===== src/ccs_pkg.sv =====
// package: constants, types and register map of the complement / compare-skip execute block
package ccs_pkg;
    // opcode matching
    localparam logic [5:0] OPC_COMPLEMENT = 6'h07;
    localparam logic [6:0] OPC_COMPARE_SKIP = 7'h31;
    localparam int DEST_BIT = 9;
    localparam int BANK_ACCESS_BIT = 8;
    localparam logic [7:0] INDEXED_LIMIT = 8'h5F;
    localparam logic [3:0] ACCESS_LOW_BANK = 4'h0;
    localparam logic [3:0] ACCESS_HIGH_BANK = 4'hF;

    // apb register byte offsets
    localparam logic [7:0] ADDR_CTRL = 8'h00;
    localparam logic [7:0] ADDR_BANK_SEL = 8'h04;
    localparam logic [7:0] ADDR_WORK = 8'h08;
    localparam logic [7:0] ADDR_INDEX_BASE = 8'h0C;
    localparam logic [7:0] ADDR_STATUS = 8'h10;

    // values after reset
    localparam logic RST_EXT_EN = 1'b0;
    localparam logic [3:0] RST_BANK_SEL = 4'h0;
    localparam logic [7:0] RST_WORK = 8'h00;
    localparam logic [11:0] RST_INDEX_BASE = 12'h000;

    typedef enum logic [1:0] {
        CCS_FETCH = 2'b00,
        CCS_EXEC = 2'b01,
        CCS_SKIP = 2'b10,
        CCS_SKIP2 = 2'b11
    } ccs_state_t;

    typedef struct packed {
        logic we;
        logic [11:0] addr;
        logic [7:0] wdata;
    } ccs_mem_req_t;
endpackage


===== src/ccs_exec.sv =====
// file: execute logic for the complement and compare-skip-equal instructions, with apb control
//
// Contract
// - complement opcode reads the addressed data byte and inverts every bit.
// - destination bit zero writes the complement into the working register only.
// - destination bit one writes the complement back to the same data address.
// - bank access bit zero uses access bank; one uses the bank select register.
// - access bit zero, extended set on, address up to 95: indexed literal offset.
// - compare opcode subtracts working register from data byte, keeping the difference only in the status register.
// - equal compare discards the fetched next instruction as a no-operation.
// - skipping a two-word instruction makes the compare three instruction cycles.
module ccs_exec (
    // clock and reset
    input wire logic pclk,
    input wire logic presetn,
    // apb slave
    input wire logic psel,
    input wire logic penable,
    input wire logic pwrite,
    input wire logic [7:0] paddr,
    input wire logic [31:0] pwdata,
    output logic [31:0] prdata,
    output logic pready,
    output logic pslverr,
    // instruction fetch
    input wire logic instr_valid,
    input wire logic [15:0] instr_word,
    input wire logic instr_two_word,
    output logic instr_ready,
    // data memory
    output ccs_pkg::ccs_mem_req_t mem_req,
    input wire logic [7:0] mem_rdata,
    // execution events
    output logic skip_taken,
    output logic nop_executed
);
    ccs_pkg::ccs_state_t state_reg, state_next;
    logic ext_en_reg, ext_en_next;
    logic [3:0] bank_sel_reg, bank_sel_next;
    logic [7:0] work_reg, work_next;
    logic [11:0] index_base_reg, index_base_next;
    logic is_compare_reg, is_compare_next;
    logic dest_file_reg, dest_file_next;
    logic indexed_reg, indexed_next;
    logic [11:0] addr_reg, addr_next;
    ccs_pkg::ccs_mem_req_t req_reg, req_next;
    logic skip_reg, skip_next;
    logic nop_reg, nop_next;
    logic [7:0] diff_reg, diff_next;

    logic is_complement, is_compare, access_bit, accept, apb_write;
    logic [7:0] f_field, complement_val;
    logic [11:0] decoded_addr;

    assign f_field = instr_word[7:0];
    assign access_bit = instr_word[ccs_pkg::BANK_ACCESS_BIT];
    assign is_complement = (instr_word[15:10] == ccs_pkg::OPC_COMPLEMENT);
    assign is_compare = (instr_word[15:9] == ccs_pkg::OPC_COMPARE_SKIP);
    assign instr_ready = (state_reg != ccs_pkg::CCS_EXEC);
    assign accept = instr_valid && instr_ready;
    assign complement_val = ~mem_rdata;
    assign apb_write = psel && penable && pwrite;

    // address selection for either opcode
    always_comb begin
        if (!access_bit && ext_en_reg && f_field <= ccs_pkg::INDEXED_LIMIT) begin
            decoded_addr = index_base_reg + {4'h0, f_field};
        end else if (!access_bit) begin
            decoded_addr = {(f_field > ccs_pkg::INDEXED_LIMIT) ? ccs_pkg::ACCESS_HIGH_BANK
                            : ccs_pkg::ACCESS_LOW_BANK, f_field};
        end else begin
            decoded_addr = {bank_sel_reg, f_field};
        end
    end

    // instruction sequencing
    always_comb begin
        state_next = state_reg;
        is_compare_next = is_compare_reg;
        dest_file_next = dest_file_reg;
        indexed_next = indexed_reg;
        addr_next = addr_reg;
        req_next = '0;
        req_next.addr = addr_reg;
        skip_next = 1'b0;
        nop_next = 1'b0;
        diff_next = diff_reg;
        unique case (state_reg)
            ccs_pkg::CCS_FETCH: begin
                // other opcodes belong to other execute units and are passed over here
                if (accept && (is_complement || is_compare)) begin
                    state_next = ccs_pkg::CCS_EXEC;
                    is_compare_next = is_compare;
                    dest_file_next = instr_word[ccs_pkg::DEST_BIT];
                    indexed_next = !access_bit && ext_en_reg && f_field <= ccs_pkg::INDEXED_LIMIT;
                    addr_next = decoded_addr;
                    req_next.addr = decoded_addr;
                end
            end
            ccs_pkg::CCS_EXEC: begin
                if (is_compare_reg) begin
                    diff_next = mem_rdata - work_reg;
                    if (mem_rdata == work_reg) begin
                        state_next = ccs_pkg::CCS_SKIP;
                        skip_next = 1'b1;
                    end else begin
                        state_next = ccs_pkg::CCS_FETCH;
                    end
                end else begin
                    state_next = ccs_pkg::CCS_FETCH;
                    if (dest_file_reg) begin
                        req_next.we = 1'b1;
                        req_next.wdata = complement_val;
                    end
                end
            end
            ccs_pkg::CCS_SKIP: begin
                if (accept) begin
                    nop_next = 1'b1;
                    state_next = instr_two_word ? ccs_pkg::CCS_SKIP2 : ccs_pkg::CCS_FETCH;
                end
            end
            ccs_pkg::CCS_SKIP2: begin
                if (accept) begin
                    nop_next = 1'b1;
                    state_next = ccs_pkg::CCS_FETCH;
                end
            end
        endcase
    end

    // software-visible registers; the hardware result wins over a same-cycle software write
    always_comb begin
        ext_en_next = ext_en_reg;
        bank_sel_next = bank_sel_reg;
        work_next = work_reg;
        index_base_next = index_base_reg;
        if (apb_write) begin
            unique case (paddr)
                ccs_pkg::ADDR_CTRL: ext_en_next = pwdata[0];
                ccs_pkg::ADDR_BANK_SEL: bank_sel_next = pwdata[3:0];
                ccs_pkg::ADDR_WORK: work_next = pwdata[7:0];
                ccs_pkg::ADDR_INDEX_BASE: index_base_next = pwdata[11:0];
                default: ;
            endcase
        end
        if (state_reg == ccs_pkg::CCS_EXEC && !is_compare_reg && !dest_file_reg) begin
            work_next = complement_val;
        end
    end

    // apb read side answers at once; unmapped addresses flag an error
    always_comb begin
        prdata = 32'h0000_0000;
        pslverr = 1'b0;
        pready = 1'b1;
        unique case (paddr)
            ccs_pkg::ADDR_CTRL: prdata = {31'h0000_0000, ext_en_reg};
            ccs_pkg::ADDR_BANK_SEL: prdata = {28'h000_0000, bank_sel_reg};
            ccs_pkg::ADDR_WORK: prdata = {24'h00_0000, work_reg};
            ccs_pkg::ADDR_INDEX_BASE: prdata = {20'h0_0000, index_base_reg};
            ccs_pkg::ADDR_STATUS: prdata = {8'h00, diff_reg, 4'h0, addr_reg[11:8],
                                            addr_reg[7:0] & 8'hFF} & 32'h00FF_0FFF
                                           | {28'h000_0000, indexed_reg, 1'b0, state_reg} << 12;
            default: pslverr = psel && penable;
        endcase
    end

    always_ff @(posedge pclk or negedge presetn) begin
        if (!presetn) begin
            state_reg <= ccs_pkg::CCS_FETCH;
            is_compare_reg <= 1'b0;
            dest_file_reg <= 1'b0;
            indexed_reg <= 1'b0;
            addr_reg <= 12'h000;
            req_reg <= '0;
            skip_reg <= 1'b0;
            nop_reg <= 1'b0;
            diff_reg <= 8'h00;
            ext_en_reg <= ccs_pkg::RST_EXT_EN;
            bank_sel_reg <= ccs_pkg::RST_BANK_SEL;
            work_reg <= ccs_pkg::RST_WORK;
            index_base_reg <= ccs_pkg::RST_INDEX_BASE;
        end else begin
            state_reg <= state_next;
            is_compare_reg <= is_compare_next;
            dest_file_reg <= dest_file_next;
            indexed_reg <= indexed_next;
            addr_reg <= addr_next;
            req_reg <= req_next;
            skip_reg <= skip_next;
            nop_reg <= nop_next;
            diff_reg <= diff_next;
            ext_en_reg <= ext_en_next;
            bank_sel_reg <= bank_sel_next;
            work_reg <= work_next;
            index_base_reg <= index_base_next;
        end
    end

    assign mem_req = req_reg;
    assign skip_taken = skip_reg;
    assign nop_executed = nop_reg;
endmodule


===== config.mk =====
export PLATFORM = sky130hd
export DESIGN_NAME = ccs_exec
export DESIGN_NICKNAME = d
export VERILOG_FILES = /design/src/ccs_pkg.sv /design/src/ccs_exec.sv
export SDC_FILE = /design/constraint.sdc
export NUM_CORES = 1
export LEC_CHECK = 0
export BUFFER_PORTS_ARGS = -buffer_cell sky130_fd_sc_hd__buf_2
export CORE_MARGIN = 2
export CORE_UTILIZATION = 57
export CTS_BUF_LIST = sky130_fd_sc_hd__clkbuf_2
export CTS_CLUSTER_DIAMETER = 50
export DETAILED_ROUTE_END_ITERATION = 16
export PLACE_DENSITY = 0.95
export SLEW_MARGIN = 15
export SYNTH_ARGS = -nofsm -noshare
export SYNTH_HDL_FRONTEND = slang
export SYNTH_SLANG_ARGS = --single-unit

===== constraint.sdc =====
create_clock -name pclk -period 2.8 [get_ports pclk]
set_clock_uncertainty 0.05 [all_clocks]
set_input_delay 0.28 -clock pclk [delete_from_list [all_inputs] [get_ports pclk]]
set_output_delay 0.28 -clock pclk [all_outputs]
set_load 0.02 [all_outputs]

# Word level (Yosys, flattened, before mapping)
# Index checks and enable logic that the tools add are counted.
[totals]
register_bits = 61
in_bits = 71
out_inout_bits = 58
word_cells = 85
[op_classes]
n_addsub = 2
magnitude_cmp = 2
eq_ne = 14
mux = 26
bitwise_logic = 2
n_reduce_logical = 25
[op_table]
columns = ["cell", "n"]
rows = [
  ["$pmux 24 s5", 1],
  ["$mux 8", 6],
  ["$mux 12", 2],
  ["$or 24x16->24", 1],
  ["$eq 8x4->1 const B", 2],
  ["$add 12x8->12", 1],
  ["$mux 2", 6],
  ["$reduce_and 2->1", 6],
  ["$mux 1", 9],
  ["$eq 8x3->1 const B", 1],
  ["$eq 8x5->1 const B", 1],
  ["$eq 8x8->1", 1],
  ["$gt 8x7->1 const B", 1],
  ["$le 8x7->1 const B", 1],
  ["$logic_and 1x1->1", 8],
  ["$logic_not 8->1", 1],
  ["$not 8->8", 1],
  ["$pmux 2 s4", 1],
  ["$sub 8x8->8", 1],
  ["$eq 7x6->1 const B", 1],
  ["$eq 6x3->1 const B", 1],
  ["$ne 2x2->1 const B", 3],
  ["$reduce_or 5->1", 1],
  ["$eq 2x2->1 const B", 2],
  ["other kinds (9)", 12],
]

# Logic depth before layout (Yosys ltp)
# Gate-level depths: netlist (run 1).
[logic_depth]
word_depth = 5
depth_mapped = 8
ltp_nobuf = 8

# Worst setup path after synthesis (run 1)
# OpenSTA, ideal clock, no wires.
[synth_path]
path_kind = "input to output"
from = "in paddr[1]"
to = "out prdata[4]"
arrival_ps = 1722
t_required_ps = 2470
slack_ps = 748
path_stages = 6
n_path_buf = 1
cell_sequence = "or4_4 or3_4 nor2b_2 buf_6 a222oi_1 inv_1"
[synth_via]
elab_chain_cells = 2
word_cells_on_any_way = 6
cone_classes = "eq/ne: 4; mux: 1; reduce/logical: 1"
[synth_rtl]
columns = ["item", "line_no", "source"]
rows = [
  ["start, declared", "ccs_exec.sv:20", "input wire logic [7:0] paddr,"],
  ["$eq 8x5->1 (tied with other cells)", "ccs_exec.sv:157", "unique case (paddr)"],
  ["$pmux 24 s5 *", "ccs_exec.sv:157", ""],
  ["end, declared", "ccs_exec.sv:22", "output logic [31:0] prdata,"],
]
# Mark *: on every way between the ends. The rest lies on a longest branch, timed or not.

# Worst setup path in the final report (run 1)
[layout_path]
from = "in paddr[1]"
to = "out prdata[6]"
# The elaborated chain is that of the path after synthesis.

==> impl_metrics.csv, run 1 <==
group,metric,value,unit
logic_synthesis,yosys_warnings,0,
critical_path,cp-start-kind,"input port",
logic_synthesis,synth_top_family_by_area,"simple AND/OR/NAND/NOR gates",
layout,nFillCells,487,
status,outcome,"complete, no violations",
routing,ant_nets,0,
layout,largest_reg_flops,21,
critical_path,crit_slowest_cell,"or4_4",
cts,htreeDepth,3,
power_and_ir_drop,power_density,451,nW/µm²
hold_path,min_path_type,"in2reg",
layout,final_common_cell,"buf_2",
run,drv_cap,0,
logic_synthesis,synth_top_area_share,39.5,%
layout,antenna_cells,0,
sta,max_clock_freq,408,MHz
cts,cts_tree,"built",
sta,finalHoldViolCount,0,
layout,final-seq-area,1530,µm²
sta,post-route-min-period,2450,ps
sta,rsz0062_at_grt,"no",
grt,grt_overflow,0,
routing,drt_iter0_drc,343,
floorplanning,io_pins,129,
grt,grt_max_degree,30,
critical_path,worstSetupPathType,"in2out",
logic_synthesis,ys_ff_latch,61,
floorplanning,rows,30,
layout,fin_area,4740,µm²
logic_synthesis,synth_edf_count,0,
critical_path,max_stage_delay,570,ps
logic_synthesis,syn-cell-area,3860,µm²
logic_synthesis,synth_fa_ha_area_share,5.89,%
power_and_ir_drop,p_leak,2.43,nW
placement,dpl.cell_count,579,
routing,drt_wl_total,10100,µm
logic_synthesis,synth_area_leaders,"dfrtp_1 39%, ha_1 4.9%, nor2_1 3.4%, nand2_1 3.3%, a21oi_1 3.1%",
cts,post_cts_resized,0,
logic_synthesis,synth_compound_area_share,17.2,%
critical_path,crit_top_cell,"buf_2",
routing,drc,0,
layout,layout_common_cells,"98 x buf_2, 61 x dfrtp_1, 35 x nor2_1",
floorplanning,start_util,57.8,%
cts,clk_path_buf_depth,2,
routing,vias,3652,
floorplanning,dieWidth,86.3,µm
sta,post-route-period-util,87.6,%
logic_synthesis,yosysUniqueCellTypes,63,
floorplanning,coreArea,6680,µm²
critical_path,end_kind,"output pin",
logic_synthesis,yosysTopAreaCell,"dfrtp_1",
placement,place_area,4350,µm²
layout,postLayoutCoreUtil,70.9,%
logic_synthesis,syn_area_per_cell,9.34,µm²
cts,cts_inserted_buffers,9,
sta,drv_slew,0,
logic_synthesis,synth_mux_area_share,8.58,%
critical_path,cp.required,2470,ps
sta,worst_pin_slew,1010,ps
layout,drive_above_1_share,27.3,%
logic_synthesis,synth-xor-area-share,0.906,%
cts,root_buffer,"clkbuf_2",
sta,setup_tns,0,ps
critical_path,reg2reg_setup_slack,570,ps
critical_path,critPathBufInv,4,
logic_synthesis,yosys.area_share.simple,20.1,%
power_and_ir_drop,p_total,2.14,mW
routing,drtPass1Iterations,5,
layout,multi_input_area,2070,µm²
critical_path,cp.arrival,2120,ps
grt,antenna_found_initial,0,
placement,hpwl,7330,µm
placement,gp_congestion,0.963,
cts,cts.reportedPaths.clkPinSlew,180,ps
routing,post_drt_wl_per_cell,16.3,µm
cts,clk-insertion-delay-late,520,ps
floorplanning,die_area,7460,µm²
sta,setup_viol,0,
logic_synthesis,netlist_instances,414,
grt,grt_pass1_vias,3487,
layout,fin_cells,623,
critical_path,worst-path-max-fanout,20,
grt,track_usage,28.1,%
routing,drt-vias-per-instance,5.86,
logic_synthesis,synthFlopType,"dfrtp_1",
logic_synthesis,async_flop_share,100,%
critical_path,crit_chain,"buf_2, or4_4, or3_4, nor2b_2, buf_4, a222oi_1, inv_1, buf_2",
logic_synthesis,ys_seq_area_share,39.5,%
layout,finalNetCount,626,
sta,max_slew_margin,32.7,%
cts,cts_sinks,61,
layout,area_growth,22.6,%
cts,post_cts_buffers,0,
critical_path,path_delay_family,"simple AND/OR/NAND/NOR gates",
power_and_ir_drop,ir_worst_vdd,0.000271,V
floorplanning,die_h,86.3,µm
grt,grt_first_pass_wirelength,16500,µm
placement,io_buffers,98,
## layer usage
metal	vias up	routed length, µm	track usage [%]
li1	1716	-	-
met1	1717	4100	36.0
met2	190	5120	47.2
met3	29	675	4.19
met4	0	246	12.9
met5	-	0	0
## stage by stage
stage / hold WS [ps] / worst slack, ps
detailed placement: 297 / 371
global route: 41.6 / 276
CTS: 9.29 / 366
finish: 38.9 / 348
global placement: 272 / 398
floorplan: -65.6 / 748
## tightest hold or removal path, cell delays in order
cell	delay [ps]
buf_2	130
nand3_1	70
o211ai_1	100
## Yosys cell counts, types with 4 or more instances
library cell  count
a21oi_1          24
a222oi_1          5
mux2_2            9
nor2_1           35
a22o_1            4
a31oi_1           6
a21o_1            5
buf_4            12
clkbuf_1          7
nand2b_1          4
mux2i_1          11
a211oi_1          8
buf_2             4
dfrtp_1          61
inv_1            28
nand4_1           4
and2_1           16
a22oi_1           4
o21ai_0          23
nor2b_1           4
ha_1             15
nor3_1            7
and3_1            5
nand3_1           9
nand2_1          34
mux2_4            8
## final cells by class
type                       count  share of cell area (%)
clock buffer                  10                    1.06
clock inverter                 6                    1.14
inverter                      28                    2.22
multi-input combinational    304                    43.7
sequential                    61                    32.2
tap                           80                    2.11
timing repair buffer         134                    17.5
## kinds of logic after synthesis
kind of cell | count (synthesis)
adder cells (fa/ha/maj) | 17
XOR/XNOR | 4
other | 2
buffers and inverters | 57
flip-flops | 61
AO/OA/AOI/OAI | 101
multiplexers | 28
AND/OR/NAND/NOR | 144
## power by group
part / leakage, nW / internal, mW / switching, mW / total (mW)
combinational: 1.59 / 0.227 / 0.333 / 0.560
clock: 0.0729 / 0.201 / 0.331 / 0.532
sequential: 0.773 / 0.967 / 0.0770 / 1.04
total: 2.43 / 1.39 / 0.741 / 2.14
## repair_timing
action | 4_1_cts | 5_1_grt
setup endpoints to repair | 0 | 0
hold buffers | 26 | 2
endpoints found under the hold margin | 54 | 3
## final timing paths
check	startpoint	end	depth (start not counted)
hold / removal	instr_word[5]	mem_req[13]	3
min in group asynchronous	presetn	mem_req[17]	2
setup / recovery	paddr[1]	prdata[6]	8
hold reg to reg	diff_reg[0]	diff_reg[0]	2
max in group asynchronous	presetn	diff_reg[3]	3
setup reg to reg	index_base_reg[0]	mem_req[18]	8
Power figures use the tool's default switching activity.
==> run 2: changes to the inputs <==
- ABC_CLOCK_PERIOD_IN_PS: unset -> 2800
- PLACE_DENSITY: 0.95 -> 0.85
==> run 2 against run 1 <==
Net effect: the flow now finishes with violations (hold timing); utilization is 0.26 points higher; sequential cell count is the same; critical endpoint is now prdata[5]; combinational power fell by 1%; sequential share of layout area shrank 0.12 points; wire length grew 2.7%.
==> impl_metrics.csv, run 2 (synthesis results as in run 1) <==
group,metric,value,unit
status,outcome,"finished, violations left",
status,violations,"hold timing",
cts,cts_inserted_buffers,9,
layout,final_common_cell,"buf_2",
routing,drt_wl_total,10400,µm
cts,post_cts_buffers,0,
routing,drtPass1Iterations,7,
cts,root_buffer,"clkbuf_2",
power_and_ir_drop,switchingPower,0.750,mW
placement,place_area,4350,µm²
grt,track_usage,28.3,%
layout,area_growth,23.0,%
critical_path,cp-start-kind,"input port",
sta,rsz0062_at_grt,"no",
cts,clk_path_buf_depth,2,
critical_path,max_stage_delay,570,ps
sta,fin_hold_ws,-4.61,ps
sta,drv_slew,0,
critical_path,worstSetupPathType,"in2out",
critical_path,worst-path-max-fanout,20,
power_and_ir_drop,internal-power,1.57,mW
layout,fin_area,4760,µm²
sta,max_slew_margin,31.2,%
sta,setup_viol,0,
cts,clk-insertion-delay-late,520,ps
routing,vias,3624,
floorplanning,io_pins,129,
power_and_ir_drop,p_total,2.32,mW
placement,gp_congestion,0.932,
placement,hpwl,7350,µm
cts,cts.reportedPaths.clkPinSlew,170,ps
sta,worst_slack,339,ps
sta,setup_tns,0,ps
floorplanning,dieWidth,86.3,µm
routing,post_drt_wl_per_cell,16.8,µm
placement,pre_cts_ws,371,ps
layout,antenna_cells,0,
routing,drt-vias-per-instance,5.85,
cts,cts_hold_buf,24,
critical_path,crit_chain,"buf_2, or4_4, or3_4, nor2b_2, buf_4, a222oi_1, inv_1, buf_2",
power_and_ir_drop,p_leak,2.44,nW
power_and_ir_drop,ir_worst_vdd,0.000371,V
hold_path,min_path_type,"in2reg",
cts,post_cts_resized,0,
grt,antenna_found_initial,0,
run,drv_cap,0,
layout,drive_above_1_share,27.0,%
power_and_ir_drop,clkPwrFrac,31.1,%
cts,cts_sinks,61,
routing,drc,0,
grt,grt_overflow,0,
sta,post-route-min-period,2460,ps
routing,drt_iter0_drc,351,
grt,grt_pass1_vias,3487,
layout,largest_reg_flops,21,
layout,layout_common_cells,"98 x buf_2, 61 x dfrtp_1, 35 x nor2_1",
cts,htreeDepth,3,
critical_path,end_kind,"output pin",
power_and_ir_drop,combPwrFrac,23.8,%
critical_path,crit_top_cell,"buf_2",
sta,post-route-period-util,87.9,%
sta,max_clock_freq,406,MHz
sta,finalHoldViolCount,1,
floorplanning,rows,30,
critical_path,crit_slowest_cell,"or4_4",
floorplanning,die_h,86.3,µm
routing,ant_nets,0,
critical_path,cp.arrival,2130,ps
power_and_ir_drop,power_density,488,nW/µm²
floorplanning,coreArea,6680,µm²
layout,finalNetCount,623,
placement,io_buffers,98,
grt,grt_max_degree,46,
floorplanning,die_area,7460,µm²
floorplanning,start_util,57.8,%
sta,worst_pin_slew,1030,ps
power_and_ir_drop,switching_share,32.3,%
cts,cts_tree,"built",
grt,grt_first_pass_wirelength,16400,µm
power_and_ir_drop,power_frac_seq,45.1,%
critical_path,cp.required,2470,ps
==> run 2: changes by cell type in the layout (fill, tap and decap cells not counted) <==
cell           delta
clkinv_2          -4
dlygate4sd3_1     -3
bufinv_16         +2
clkinv_1          +2
==> run 2: cell type report <==
type	count	area [µm²]
flip-flops and latches	61	1530
repair buffers	131	801
fillers	531	1930
clock buffers	10	50.0
well taps	80	100
inverters	28	105
multi-input cells	304	2070
clock inverters	6	101
==> run 2: worst paths after layout <==
kind,start,to,slack [ps],cells after the start
max in group asynchronous,presetn,bank_sel_reg[1],1540,3
worst max register to register,index_base_reg[0],mem_req[16],520,8
worst min-delay path,instr_word[4],mem_req[12],-5,3
worst min register to register,diff_reg[2],diff_reg[2],450,2
min in group asynchronous,presetn,diff_reg[2],410,2
worst max-delay path,paddr[1],prdata[5],340,8
==> run 2: critical path: cells and delay by family <==
family	cells	cell delay, ps
and+or+nand+nor	3	1060
buffers and inverters	4	590
AOI/OAI and AO/OA	1	180
==> run 2: per-layer routing <==
| layer | track usage (%) | vias to the layer above | share of wire [%] |
|---|---|---|---|
| met5 | 0 | - | 0 |
| met4 | 13.6 | 0 | 3.0 |
| li1 | - | 1711 | - |
| met1 | 36.2 | 1720 | 41 |
| met2 | 47.1 | 158 | 50 |
| met3 | 4.10 | 35 | 6.5 |
==> run 2: power groups by stage <==
| stage | logic, mW | registers (mW) | clock network (mW) |
|---|---|---|---|
| after floorplan | 0.299 | 1.08 | 0 |
| after global placement | 0.492 | 1.05 | 0 |
| after detailed placement | 0.514 | 1.06 | 0 |
| after CTS | 0.548 | 1.04 | 0.718 |
| after global routing | 0.608 | 1.06 | 0.771 |
| final | 0.553 | 1.05 | 0.723 |
==> run 2: stage by stage <==
stage | hold slack, ps | utilization [%] | instances
after floorplan | -65.6 | - | 422
after global placement | 404 | 65.2 | 579
after detailed placement | 414 | 65.2 | 579
final | -4.61 | 71.2 | 620
after global routing | 6.34 | 71.2 | 620
after CTS | 3.57 | 71.0 | 619
